===== src/shared/psw_map.svh =====
/*
 * Constants for the processor sleep and wakeup controller.
 * Assumes inclusion by bare name from any design file.
 */
`ifndef PSW_MAP_SVH
`define PSW_MAP_SVH

// Reset value of the one-bit event register
`define PSW_EVENT_RST     1'b0
// State codes
`define PSW_ST_RUN        2'h0
`define PSW_ST_SLEEP_INT  2'h1
`define PSW_ST_SLEEP_EVT  2'h2

`endif


===== src/shared/psw_pkg.sv =====
/*
 * Types for the processor sleep and wakeup controller.
 * Assumes psw_map.svh is on the include path.
 */
`default_nettype none

`include "psw_map.svh"

package psw_pkg;

    // Controller state
    typedef enum logic [1:0] {
        PSW_RUN       = `PSW_ST_RUN,
        PSW_SLEEP_INT = `PSW_ST_SLEEP_INT,
        PSW_SLEEP_EVT = `PSW_ST_SLEEP_EVT
    } psw_state_t;

    // Sleep requests from the core
    typedef struct packed {
        logic wait_interrupt_instr;  // Wait-for-interrupt executed
        logic wait_event_instr;      // Wait-for-event executed
        logic handler_done;          // Exception handler returning to thread
    } psw_req_t;

    // Configuration bits of the system control register
    typedef struct packed {
        logic deep_sleep_select;     // 1: deep sleep level
        logic sleep_after_handler;   // Sleep on handler completion
        logic wake_on_pending;       // New pending interrupt raises event
    } psw_cfg_t;

    // Wake sources
    typedef struct packed {
        logic exc_entry_ok;          // Exception can cause entry
        logic irq_wake_masked;       // Enabled higher-priority irq held by mask
        logic new_pending;           // Interrupt newly pending, any priority
        logic ext_event;             // External event pin, asynchronous
        logic send_event;            // Send-event from other processor, async
        logic debug_wake;            // Spurious wake such as debug
    } psw_wake_t;

    // Clock and power controls
    typedef struct packed {
        logic cpu_clk_en;            // Processor clock enable
        logic sys_clk_en;            // System clock enable
        logic pll_on;                // PLL powered
        logic flash_on;              // Flash powered
    } psw_pwr_t;

endpackage

`default_nettype wire


===== src/rtl/psw_ctrl.sv =====
/*
 * Sleep entry and wakeup control for the processor core.
 * Assumes the core presents one-cycle request pulses on clk, and that
 * external event and send-event lines are asynchronous to clk.
 */
`timescale 1ns/1ns
`default_nettype none

`include "psw_map.svh"

////////////////////////////////////////////////////////////////////////////////
module psw_ctrl (
    input  wire logic              clk,          // 50 MHz clock
    input  wire logic              rst_b,        // Async reset, active low
    input  wire psw_pkg::psw_req_t  req,          // Sleep requests
    input  wire psw_pkg::psw_cfg_t  cfg,          // Control register bits
    input  wire logic              priority_mask_bit, // Priority mask
    input  wire logic              fault_mask_bit,    // Fault mask
    input  wire psw_pkg::psw_wake_t wake,         // Wake sources
    output var  psw_pkg::psw_pwr_t  pwr,          // Clock and power controls
    output logic                   sleeping,     // Processor asleep
    output logic                   wake_pulse,   // One-cycle wake pulse
    output logic                   defer_handler,// Handler held by mask
    output logic                   event_flag    // Event register value
);
    import psw_pkg::*;

    psw_state_t state_r;
    psw_state_t state_nxt;
    logic       event_r;
    logic       deep_r;
    logic       defer_r;
    logic [1:0] ext_sync_r;
    logic [1:0] sev_sync_r;
    logic       ext_d_r;
    logic       sev_d_r;
    logic       ext_rise;
    logic       sev_rise;
    logic       evt_in;
    logic       wake_int;
    logic       wake_evt;
    logic       go_sleep_int;
    logic       go_sleep_evt;

    ////////////////////////////////////////////////////////////////////////////
    // Two-flop synchronisers on the asynchronous event lines
    always_ff @(posedge clk or negedge rst_b) begin
        if (!rst_b) begin
            ext_sync_r <= 2'h0;
            sev_sync_r <= 2'h0;
            ext_d_r    <= 1'b0;
            sev_d_r    <= 1'b0;
        end else begin
            ext_sync_r <= {ext_sync_r[0], wake.ext_event};
            sev_sync_r <= {sev_sync_r[0], wake.send_event};
            ext_d_r    <= ext_sync_r[1];
            sev_d_r    <= sev_sync_r[1];
        end
    end

    // Edges only, so a held line raises one event, not one per cycle
    assign ext_rise = ext_sync_r[1] & ~ext_d_r;
    assign sev_rise = sev_sync_r[1] & ~sev_d_r;

    assign evt_in = ext_rise | sev_rise | (cfg.wake_on_pending & wake.new_pending);

    assign wake_int = wake.exc_entry_ok | wake.debug_wake
                    | (priority_mask_bit & ~fault_mask_bit & wake.irq_wake_masked);
    assign wake_evt = wake.exc_entry_ok | wake.debug_wake | evt_in;

    assign go_sleep_int = req.wait_interrupt_instr
                        | (req.handler_done & cfg.sleep_after_handler);
    assign go_sleep_evt = req.wait_event_instr & ~event_r & ~evt_in;

    ////////////////////////////////////////////////////////////////////////////
    // Next-state decode
    always_comb begin
        state_nxt = state_r;
        case (state_r)
            PSW_RUN: begin
                if (go_sleep_int) begin
                    state_nxt = PSW_SLEEP_INT;
                end else if (go_sleep_evt) begin
                    state_nxt = PSW_SLEEP_EVT;
                end
            end
            PSW_SLEEP_INT: begin
                if (wake_int) begin
                    state_nxt = PSW_RUN;
                end
            end
            PSW_SLEEP_EVT: begin
                if (wake_evt) begin
                    state_nxt = PSW_RUN;
                end
            end
            default: state_nxt = PSW_RUN;
        endcase
    end

    // State register; requests from the run state may re-enter at any time
    always_ff @(posedge clk or negedge rst_b) begin
        if (!rst_b) begin
            state_r <= PSW_RUN;
        end else begin
            state_r <= state_nxt;
        end
    end

    ////////////////////////////////////////////////////////////////////////////
    // level latched at entry so a later bit change cannot tear the mode
    always_ff @(posedge clk or negedge rst_b) begin
        if (!rst_b) begin
            deep_r <= 1'b0;
        end else if (state_r == PSW_RUN && (go_sleep_int || go_sleep_evt)) begin
            deep_r <= cfg.deep_sleep_select;
        end
    end

    ////////////////////////////////////////////////////////////////////////////
    // Event register: set wins over the clear from wait-for-event
    always_ff @(posedge clk or negedge rst_b) begin
        if (!rst_b) begin
            event_r <= `PSW_EVENT_RST;
        end else if (evt_in && state_r != PSW_SLEEP_EVT) begin
            event_r <= 1'b1;
        end else if (req.wait_event_instr && state_r == PSW_RUN) begin
            event_r <= 1'b0;
        end
    end

    ////////////////////////////////////////////////////////////////////////////
    // handler deferred until the priority mask clears
    always_ff @(posedge clk or negedge rst_b) begin
        if (!rst_b) begin
            defer_r <= 1'b0;
        end else if (!priority_mask_bit) begin
            defer_r <= 1'b0;
        end else if (state_r == PSW_SLEEP_INT && wake_int && !wake.exc_entry_ok
                     && wake.irq_wake_masked) begin
            defer_r <= 1'b1;
        end
    end

    ////////////////////////////////////////////////////////////////////////////
    // Outputs from registers
    always_ff @(posedge clk or negedge rst_b) begin
        if (!rst_b) begin
            wake_pulse <= 1'b0;
        end else begin
            wake_pulse <= (state_r != PSW_RUN) && (state_nxt == PSW_RUN);
        end
    end

    assign sleeping      = (state_r != PSW_RUN);
    assign defer_handler = defer_r;
    assign event_flag    = event_r;

    // light sleep stops only the processor clock
    // deep sleep also stops system clock, PLL and flash
    always_comb begin
        pwr.cpu_clk_en = ~sleeping;
        pwr.sys_clk_en = ~(sleeping & deep_r);
        pwr.pll_on     = ~(sleeping & deep_r);
        pwr.flash_on   = ~(sleeping & deep_r);
    end

    ////////////////////////////////////////////////////////////////////////////
    // Assertions
    wfi_sleeps_a: assert property (@(posedge clk) disable iff (!rst_b)
        (state_r == PSW_RUN && req.wait_interrupt_instr) |=> state_r == PSW_SLEEP_INT)
        else $error("wait for interrupt did not sleep");

    wfe_sleep_a: assert property (@(posedge clk) disable iff (!rst_b)
        (state_r == PSW_RUN && !go_sleep_int && req.wait_event_instr && !event_r
         && !evt_in) |=> state_r == PSW_SLEEP_EVT)
        else $error("wait for event with clear flag did not sleep");

    wfe_skip_a: assert property (@(posedge clk) disable iff (!rst_b)
        (state_r == PSW_RUN && !go_sleep_int && req.wait_event_instr && event_r
         && !evt_in) |=> (state_r == PSW_RUN && !event_r))
        else $error("wait for event with set flag misbehaved");

    exit_sleep_a: assert property (@(posedge clk) disable iff (!rst_b)
        (state_r == PSW_RUN && req.handler_done && cfg.sleep_after_handler)
        |=> state_r == PSW_SLEEP_INT)
        else $error("handler exit did not sleep");

    // Written on the raw inputs so a broken wake decode is caught
    int_wake_a: assert property (@(posedge clk) disable iff (!rst_b)
        (state_r == PSW_SLEEP_INT && !wake.exc_entry_ok && !wake.debug_wake
         && !(priority_mask_bit && !fault_mask_bit && wake.irq_wake_masked))
        |=> state_r == PSW_SLEEP_INT)
        else $error("interrupt sleep woke without cause");

    ext_wake_a: assert property (@(posedge clk) disable iff (!rst_b)
        (state_r == PSW_SLEEP_EVT && !wake.exc_entry_ok && !wake.debug_wake
         && $rose(ext_sync_r[1])) |=> (state_r == PSW_RUN && wake_pulse))
        else $error("external event did not wake");

    light_clk_a: assert property (@(posedge clk) disable iff (!rst_b)
        (sleeping && !deep_r) |-> (!pwr.cpu_clk_en && pwr.sys_clk_en && pwr.pll_on
         && pwr.flash_on))
        else $error("light sleep gated wrong clocks");

    deep_pwr_a: assert property (@(posedge clk) disable iff (!rst_b)
        (state_r == PSW_RUN && go_sleep_int && cfg.deep_sleep_select)
        |=> (!pwr.sys_clk_en && !pwr.pll_on && !pwr.flash_on))
        else $error("deep sleep left power on");

    defer_set_a: assert property (@(posedge clk) disable iff (!rst_b)
        (state_r == PSW_SLEEP_INT && priority_mask_bit && !fault_mask_bit
         && wake.irq_wake_masked && !wake.exc_entry_ok) |=> (!sleeping && defer_handler))
        else $error("masked interrupt wake did not defer handler");

    exc_evt_wake_a: assert property (@(posedge clk) disable iff (!rst_b)
        (state_r == PSW_SLEEP_EVT && wake.exc_entry_ok) |=> (!sleeping && wake_pulse))
        else $error("exception did not wake event sleep");

    sev_wake_a: assert property (@(posedge clk) disable iff (!rst_b)
        (state_r == PSW_SLEEP_EVT && $rose(sev_sync_r[1])) |=> !sleeping)
        else $error("send event did not wake event sleep");

    pend_wake_a: assert property (@(posedge clk) disable iff (!rst_b)
        (state_r == PSW_SLEEP_EVT && cfg.wake_on_pending && wake.new_pending)
        |=> (!sleeping && wake_pulse))
        else $error("new pending interrupt did not wake");

    evt_latch_a: assert property (@(posedge clk) disable iff (!rst_b)
        (state_r != PSW_SLEEP_EVT && $rose(ext_sync_r[1])) |=> event_flag)
        else $error("external event not latched while awake");

endmodule

`default_nettype wire


===== config.mk =====
export PLATFORM = sky130hd
export DESIGN_NAME = psw_ctrl
export DESIGN_NICKNAME = d
export VERILOG_FILES = /design/src/shared/psw_pkg.sv /design/src/rtl/psw_ctrl.sv
export VERILOG_INCLUDE_DIRS = /design/src /design/src/shared
export SDC_FILE = /design/constraint.sdc
export NUM_CORES = 1
export LEC_CHECK = 0
export CAP_MARGIN = 20
export CORE_MARGIN = 5
export CORE_UTILIZATION = 31
export DETAILED_ROUTE_END_ITERATION = 8
export DONT_BUFFER_PORTS = 1
export PLACE_DENSITY = 0.47
export SYNTH_ARGS = -nofsm -noshare
export SYNTH_HDL_FRONTEND = slang
export SYNTH_SLANG_ARGS = --single-unit

===== constraint.sdc =====
create_clock -name clk -period 1.5 [get_ports clk]
set_input_delay 0.15 -clock clk [delete_from_list [all_inputs] [get_ports clk]]
set_output_delay 0.15 -clock clk [all_outputs]
set_load 0.02 [all_outputs]

==> summary.txt, run 1 <==
Outcome
  • Outcome: finished, final reports clean

Finish
  • Commonest non-fill, non-tap cell in the layout: dfrtp_1
  • Commonest cells after routing, fill and taps aside: 10 x dfrtp_1, 5 x nand2_1, 4 x nor2_1, 4 x a21oi_1, 4 x dlygate4sd3_1
  • Layout area overhead: 25.2%
  • Layout cell share with drive strength beyond 1: 25.9%
  • Final Instance Area: 641 um^2
  • Non-filler cells, final: 74
  • Antenna Cells: 0
  • Final net count: 75

Place
  • Placed cell areas: 552 um^2
  • Final HPWL DP: 828 um
  • Pre-CTS setup slack: 0.275 ns
  • Gpl congestion: 0.776
  • Placed cell count: 65
  • Input/output buffers: 0

Power
  • Power Density: 1510 mW/mm^2
  • Total power: 0.970 mW
  • Leakage: 0.282 nW
  • Peak VDD IR: 0.746 mV

Worst setup path
  • Top delay family on crit path: flip-flops
  • Setup crit start kind: flop
  • Crit path cell chain: nor2_4 > inv_2 > nand2_2 > buf_12
  • Crit-path max cell delay: 0.43 ns
  • Crit path DAT: 1.25 ns
  • R2r setup slk: 0.12 ns
  • Critical path's slowest cell: dfrtp_2
  • Count of buffer and inverter cells on the critical path: 2
  • Required @ worst endpoint: 1.35 ns
  • CP max FO: 7
  • Worst setup EP type: output port
  • Crit path kind: reg2out

STA
  • Clock Skew: 0.00689 ns
  • Slew @ Worst Pin: 0.513 ns
  • Period minus WS final: 1.40 ns
  • Final period utilization: 93.5%
  • Slew Limit Headroom: 65.7%
  • RSZ-0062 raised after global routing: no
  • Endpoints failing setup: 0
  • Final Hold Violating Endpoints: 0
  • Final Worst Setup Slack: 0.0972 ns
  • Peak Freq: 713 MHz
  • Setup TNS: 0 ns
  • Count of final max-slew check failures: 0

Detailed routing
  • WL per Instance: 14.5 um
  • DRT antenna net count: 0
  • Via density: 5.15
  • 1st-iter DRT viols: 6
  • Drt pass-1 iters: 3
  • WL final: 1.07 mm
  • DR vias: 381
  • DRC viols: 0

Worst hold path
  • Min-delay worst type: in2reg

Floorplanning
  • Initial core utilization: 33.2%
  • Floorplan core area: 0.00154 mm^2
  • Die Area: 0.00256 mm^2
  • Die Ht: 50.6 um
  • Row count: 14
  • Die W: 50.6 um
  • # IOs: 24

CTS
  • Clock transition at path regs: 0.08 ns
  • CTS tree: built
  • Clock tree buffer depth: 2
  • Root buf cell: clkbuf_4
  • Clk_lat worst skew: 0.26 ns
  • H-Tree Depth: 1
  • Sink Count: 12
  • Total CTS buffers: 3

Global route
  • GRT overflow: 0
  • Vias in the first global route: 371
  • Initial antenna violation count: 0
  • Overall Global Routing Usage: 8.46%
  • Largest net degree at the start of global routing: 13
  • First-pass GRT wire length: 1.65 mm

Yosys
  • Avg Cell Area, Syn: 10.7 um^2
  • Synth warnings: 0
  • Gate Count Post-Synth: 48
  • Post-synthesis sequential area ratio: 58.7%
  • Post-Synthesis Cell Area: 512 um^2
  • Unique masters post-synth: 19
  • Total nets after synthesis: 64
  • Number of synthesized register bits: 12

Flow run
  • Max-capacitance violation count: 0
[power by group]
part / total (mW) / internal, mW / leakage (nW) / switching [mW]
clock network: 0.245 / 0.147 / 0.0210 / 0.0982
registers: 0.417 / 0.370 / 0.140 / 0.0474
logic: 0.307 / 0.131 / 0.121 / 0.176
total: 0.970 / 0.648 / 0.282 / 0.322
[path summary, 6_finish.rpt]
check | endpoint | startpoint | cells after the start
setup / recovery | pwr[0] | state_r[0] | 4
hold / removal | deep_r | cfg[2] | 2
setup reg to reg | wake_pulse | state_r[0] | 5
hold reg to reg | sev_sync_r[1] | sev_sync_r[0] | 0
max in group asynchronous | state_r[1] | rst_b | 1
min in group asynchronous | defer_handler | rst_b | 1
[synthesized netlist by cell type]
library cell	n	share of area, %
nor2b_1	1	1.2
nor4b_1	1	1.7
nand3_2	1	2.0
a21oi_1	4	3.9
o21ai_0	2	2.0
nor3b_1	1	1.5
inv_1	4	2.9
mux2_2	1	2.2
buf_4	2	2.9
a31oi_1	1	1.2
nand2_1	6	4.4
nor2_4	1	2.2
nand3_1	2	2.0
o221ai_1	1	1.7
nor2_1	4	2.9
o21a_1	2	2.9
nand4bb_1	1	2.2
a21o_1	1	1.5
dfrtp_1	12	59
[logic make-up after synthesis]
family | Yosys count | share of synthesized area (%)
simple gates | 18 | 20.0
flops | 12 | 58.7
compound gates | 11 | 13.2
buf+inv | 6 | 5.87
mux | 1 | 2.20
[metrics by stage]
stage	hold WS (ns)	util [%]
2_1_floorplan	-0.146	-
3_3_place_gp	-0.145	35.8
3_5_place_dp	-0.145	35.8
4_1_cts	0.0565	40.8
5_1_grt	0.0587	41.6
6_report	0.0605	41.6
[per-layer routing]
layer  track usage (%)  part of all wire [%]
met5                 0                     0
met4              3.83                  0.56
met3              4.14                   9.7
met2              11.8                    45
met1              10.9                    44
[flip-flops by register name (all words and copies together) (netlist names)]
name and count:
sev_d_r 1, sev_sync_r 2, state_r 2, defer_handler 1, event_flag 1, wake_pulse 1
deep_r 1, ext_d_r 1, ext_sync_r 2
[final cells by class]
type,count,area (um^2)
Tap cell,16,20.0
Clock buffer,4,36.3
Fill cell,164,901
Inverter,4,15.0
Sequential cell,12,303
Multi-Input combinational cell,30,184
Timing Repair Buffer,8,82.6
[what timing repair did]
action                                  4_1_cts  5_1_grt
endpoints found under the hold margin        15        0
gates cloned                                  0        0
buffers inserted                              0        1
hold buffers                                  4        0
endpoints found under the setup margin        3        3
resized for setup                             1        3
pin swaps                                     1        1
Note: power is estimated with default switching activity, not from simulation.
==> inputs of run 2 (changes only) <==
--- a/config.mk
+++ b/config.mk
@@ -8,10 +8,10 @@
 export LEC_CHECK = 0
 export CAP_MARGIN = 20
 export CORE_MARGIN = 5
-export CORE_UTILIZATION = 31
+export CORE_UTILIZATION = 30
 export DETAILED_ROUTE_END_ITERATION = 8
 export DONT_BUFFER_PORTS = 1
-export PLACE_DENSITY = 0.47
+export PLACE_DENSITY = 0.46
 export SYNTH_ARGS = -nofsm -noshare
 export SYNTH_HDL_FRONTEND = slang
 export SYNTH_SLANG_ARGS = --single-unit
==> summary.txt, run 2 (synthesized netlist as in run 1, its figures left out) <==
Outcome
  • Outcome: finished, final reports clean

Worst setup path
  • Critical path's slowest cell: dfrtp_2
  • Crit path kind: reg2out
  • Worst setup EP type: output port
  • CP max FO: 7
  • Count of buffer and inverter cells on the critical path: 2
  • Reg2Reg Depth: 4
  • Setup crit start kind: flop
  • Crit path cell chain: nor2_4 > inv_2 > nand2_2 > buf_12
  • Top delay family on crit path: flip-flops
  • Crit-path max cell delay: 0.46 ns
  • Required @ worst endpoint: 1.35 ns
  • Stages on the worst setup path: 4
  • Crit path DAT: 1.29 ns

Global route
  • Vias in the first global route: 370
  • GRT overflow: 0
  • Initial antenna violation count: 0
  • Overall Global Routing Usage: 8.52%
  • First-pass GRT wire length: 1.56 mm
  • Largest net degree at the start of global routing: 13

Worst hold path
  • Min-delay worst type: in2reg
  • Worst Hold Depth: 2

Finish
  • Commonest non-fill, non-tap cell in the layout: dfrtp_1
  • Final core occ: 38.0%
  • Area of the multi-input gates: 184 um^2
  • Layout cell share with drive strength beyond 1: 24.6%
  • Final net count: 74
  • Antenna Cells: 0
  • Largest regs: ext_sync_r (2), sev_sync_r (2), state_r (2)
  • FF+latch area: 303 um^2
  • Commonest cells after routing, fill and taps aside: 10 x dfrtp_1, 5 x nand2_1, 4 x nor2_1, 4 x a21oi_1, 4 x dlygate4sd3_1
  • Layout area overhead: 24.0%
  • FILL cells: 164
  • Non-filler cells, final: 74
  • Final Instance Area: 634 um^2

Detailed routing
  • DR vias: 373
  • 1st-iter DRT viols: 6
  • WL final: 1.01 mm
  • DRC viols: 0
  • DRT antenna net count: 0
  • WL per Instance: 13.7 um
  • Via density: 5.04
  • Drt pass-1 iters: 2

STA
  • Peak Freq: 696 MHz
  • Final Hold Violating Endpoints: 0
  • Count of final max-slew check failures: 0
  • Period minus WS final: 1.44 ns
  • Clock Skew: 0.000892 ns
  • Endpoints failing setup: 0
  • RSZ-0062 raised after global routing: yes
  • Final period utilization: 95.8%
  • Slew @ Worst Pin: 0.522 ns
  • Final Worst Setup Slack: 0.0637 ns
  • Slew Limit Headroom: 65.1%

Place
  • Pre-CTS setup slack: 0.269 ns
  • Placed cell count: 65
  • Final HPWL DP: 767 um
  • Input/output buffers: 0
  • Gpl congestion: 0.674
  • Placed cell areas: 546 um^2

Power
  • Sw frac: 33.3%
  • Leakage: 0.279 nW
  • Internal power: 0.633 mW
  • Gate power share: 28.5%
  • Power Density: 1500 mW/mm^2
  • Net Sw Power: 0.316 mW
  • Clock Power Share: 26.1%
  • Peak VDD IR: 0.611 mV
  • Seq pwr share: 45.5%

Flow run
  • Max-capacitance violation count: 0

Floorplanning
  • Die Area: 0.00263 mm^2
  • Die Ht: 51.3 um
  • Row count: 15
  • Die W: 51.3 um
  • # IOs: 24
  • Initial core utilization: 30.6%
  • Floorplan core area: 0.00167 mm^2

CTS
  • H-Tree Depth: 1
  • Root buf cell: clkbuf_4
  • Clock transition at path regs: 0.07 ns
  • Clock tree buffer depth: 2
  • Total CTS buffers: 3
  • Sink Count: 12
  • Clk_lat worst skew: 0.26 ns
  • CTS tree: built
==> run 2: final timing paths <==
| check | start | endpoint | slack [ns] |
|---|---|---|---|
| worst min-delay path | cfg[2] | deep_r | 0.05 |
| worst max register to register | state_r[0] | deep_r | 0.27 |
| min in group asynchronous | rst_b | ext_d_r | 0.29 |
| worst max-delay path | state_r[0] | pwr[1] | 0.06 |
| max in group asynchronous | rst_b | state_r[1] | 0.83 |
| worst min register to register | sev_sync_r[0] | sev_sync_r[1] | 0.35 |
==> run 2: final cells by class <==
type / instances / area share (%)
flip-flops and latches: 12 / 47.7
multi-input cells: 30 / 29.0
repair buffers: 7 / 11.8
clock buffers: 4 / 5.72
well taps: 17 / 3.35
inverters: 4 / 2.37
==> run 2: power groups by stage <==
stage          combinational, mW  clock [mW]  sequential [mW]
2_1_floorplan              0.202           0            0.423
3_3_place_gp               0.253           0            0.432
3_5_place_dp               0.251           0            0.435
4_1_cts                    0.265       0.260            0.430
5_1_grt                    0.293       0.274            0.438
6_report                   0.270       0.247            0.432
==> run 2: worst reg2reg max path: stages (launching register included) <==
cell and delay [ns]:
dfrtp_2 0.46, nor2_4 0.27, nand3_1 0.11, mux2_2 0.28
nand3_2 0.06
==> run 2: timing repair <==
item,4_1_cts,5_1_grt
resized for setup,2,2
setup endpoints to repair,3,3
pin swaps,1,2
hold buffers,4,0
cloned,0,0
buffers inserted,1,0
hold endpoints to repair,15,0
==> run 2: through the flow <==
step | hold WS, ns | TNS [ns] | total power, mW
3_3_place_gp | -0.145 | 0 | 0.686
5_1_grt | 0.0569 | -0.0290 | 1.01
6_report | 0.0500 | 0 | 0.949
2_1_floorplan | -0.146 | 0 | 0.625
4_1_cts | 0.0396 | 0 | 0.955
3_5_place_dp | -0.145 | 0 | 0.686
==> run 2: layer usage <==
metal / vias to the layer above / routed length (um) / GRT usage (%)
met1: 173 / 391 / 9.24
met3: 2 / 139 / 6.71
met2: 16 / 473 / 12.0
met5: - / 0 / 0
met4: 0 / 10 / 3.93
li1: 182 / - / -
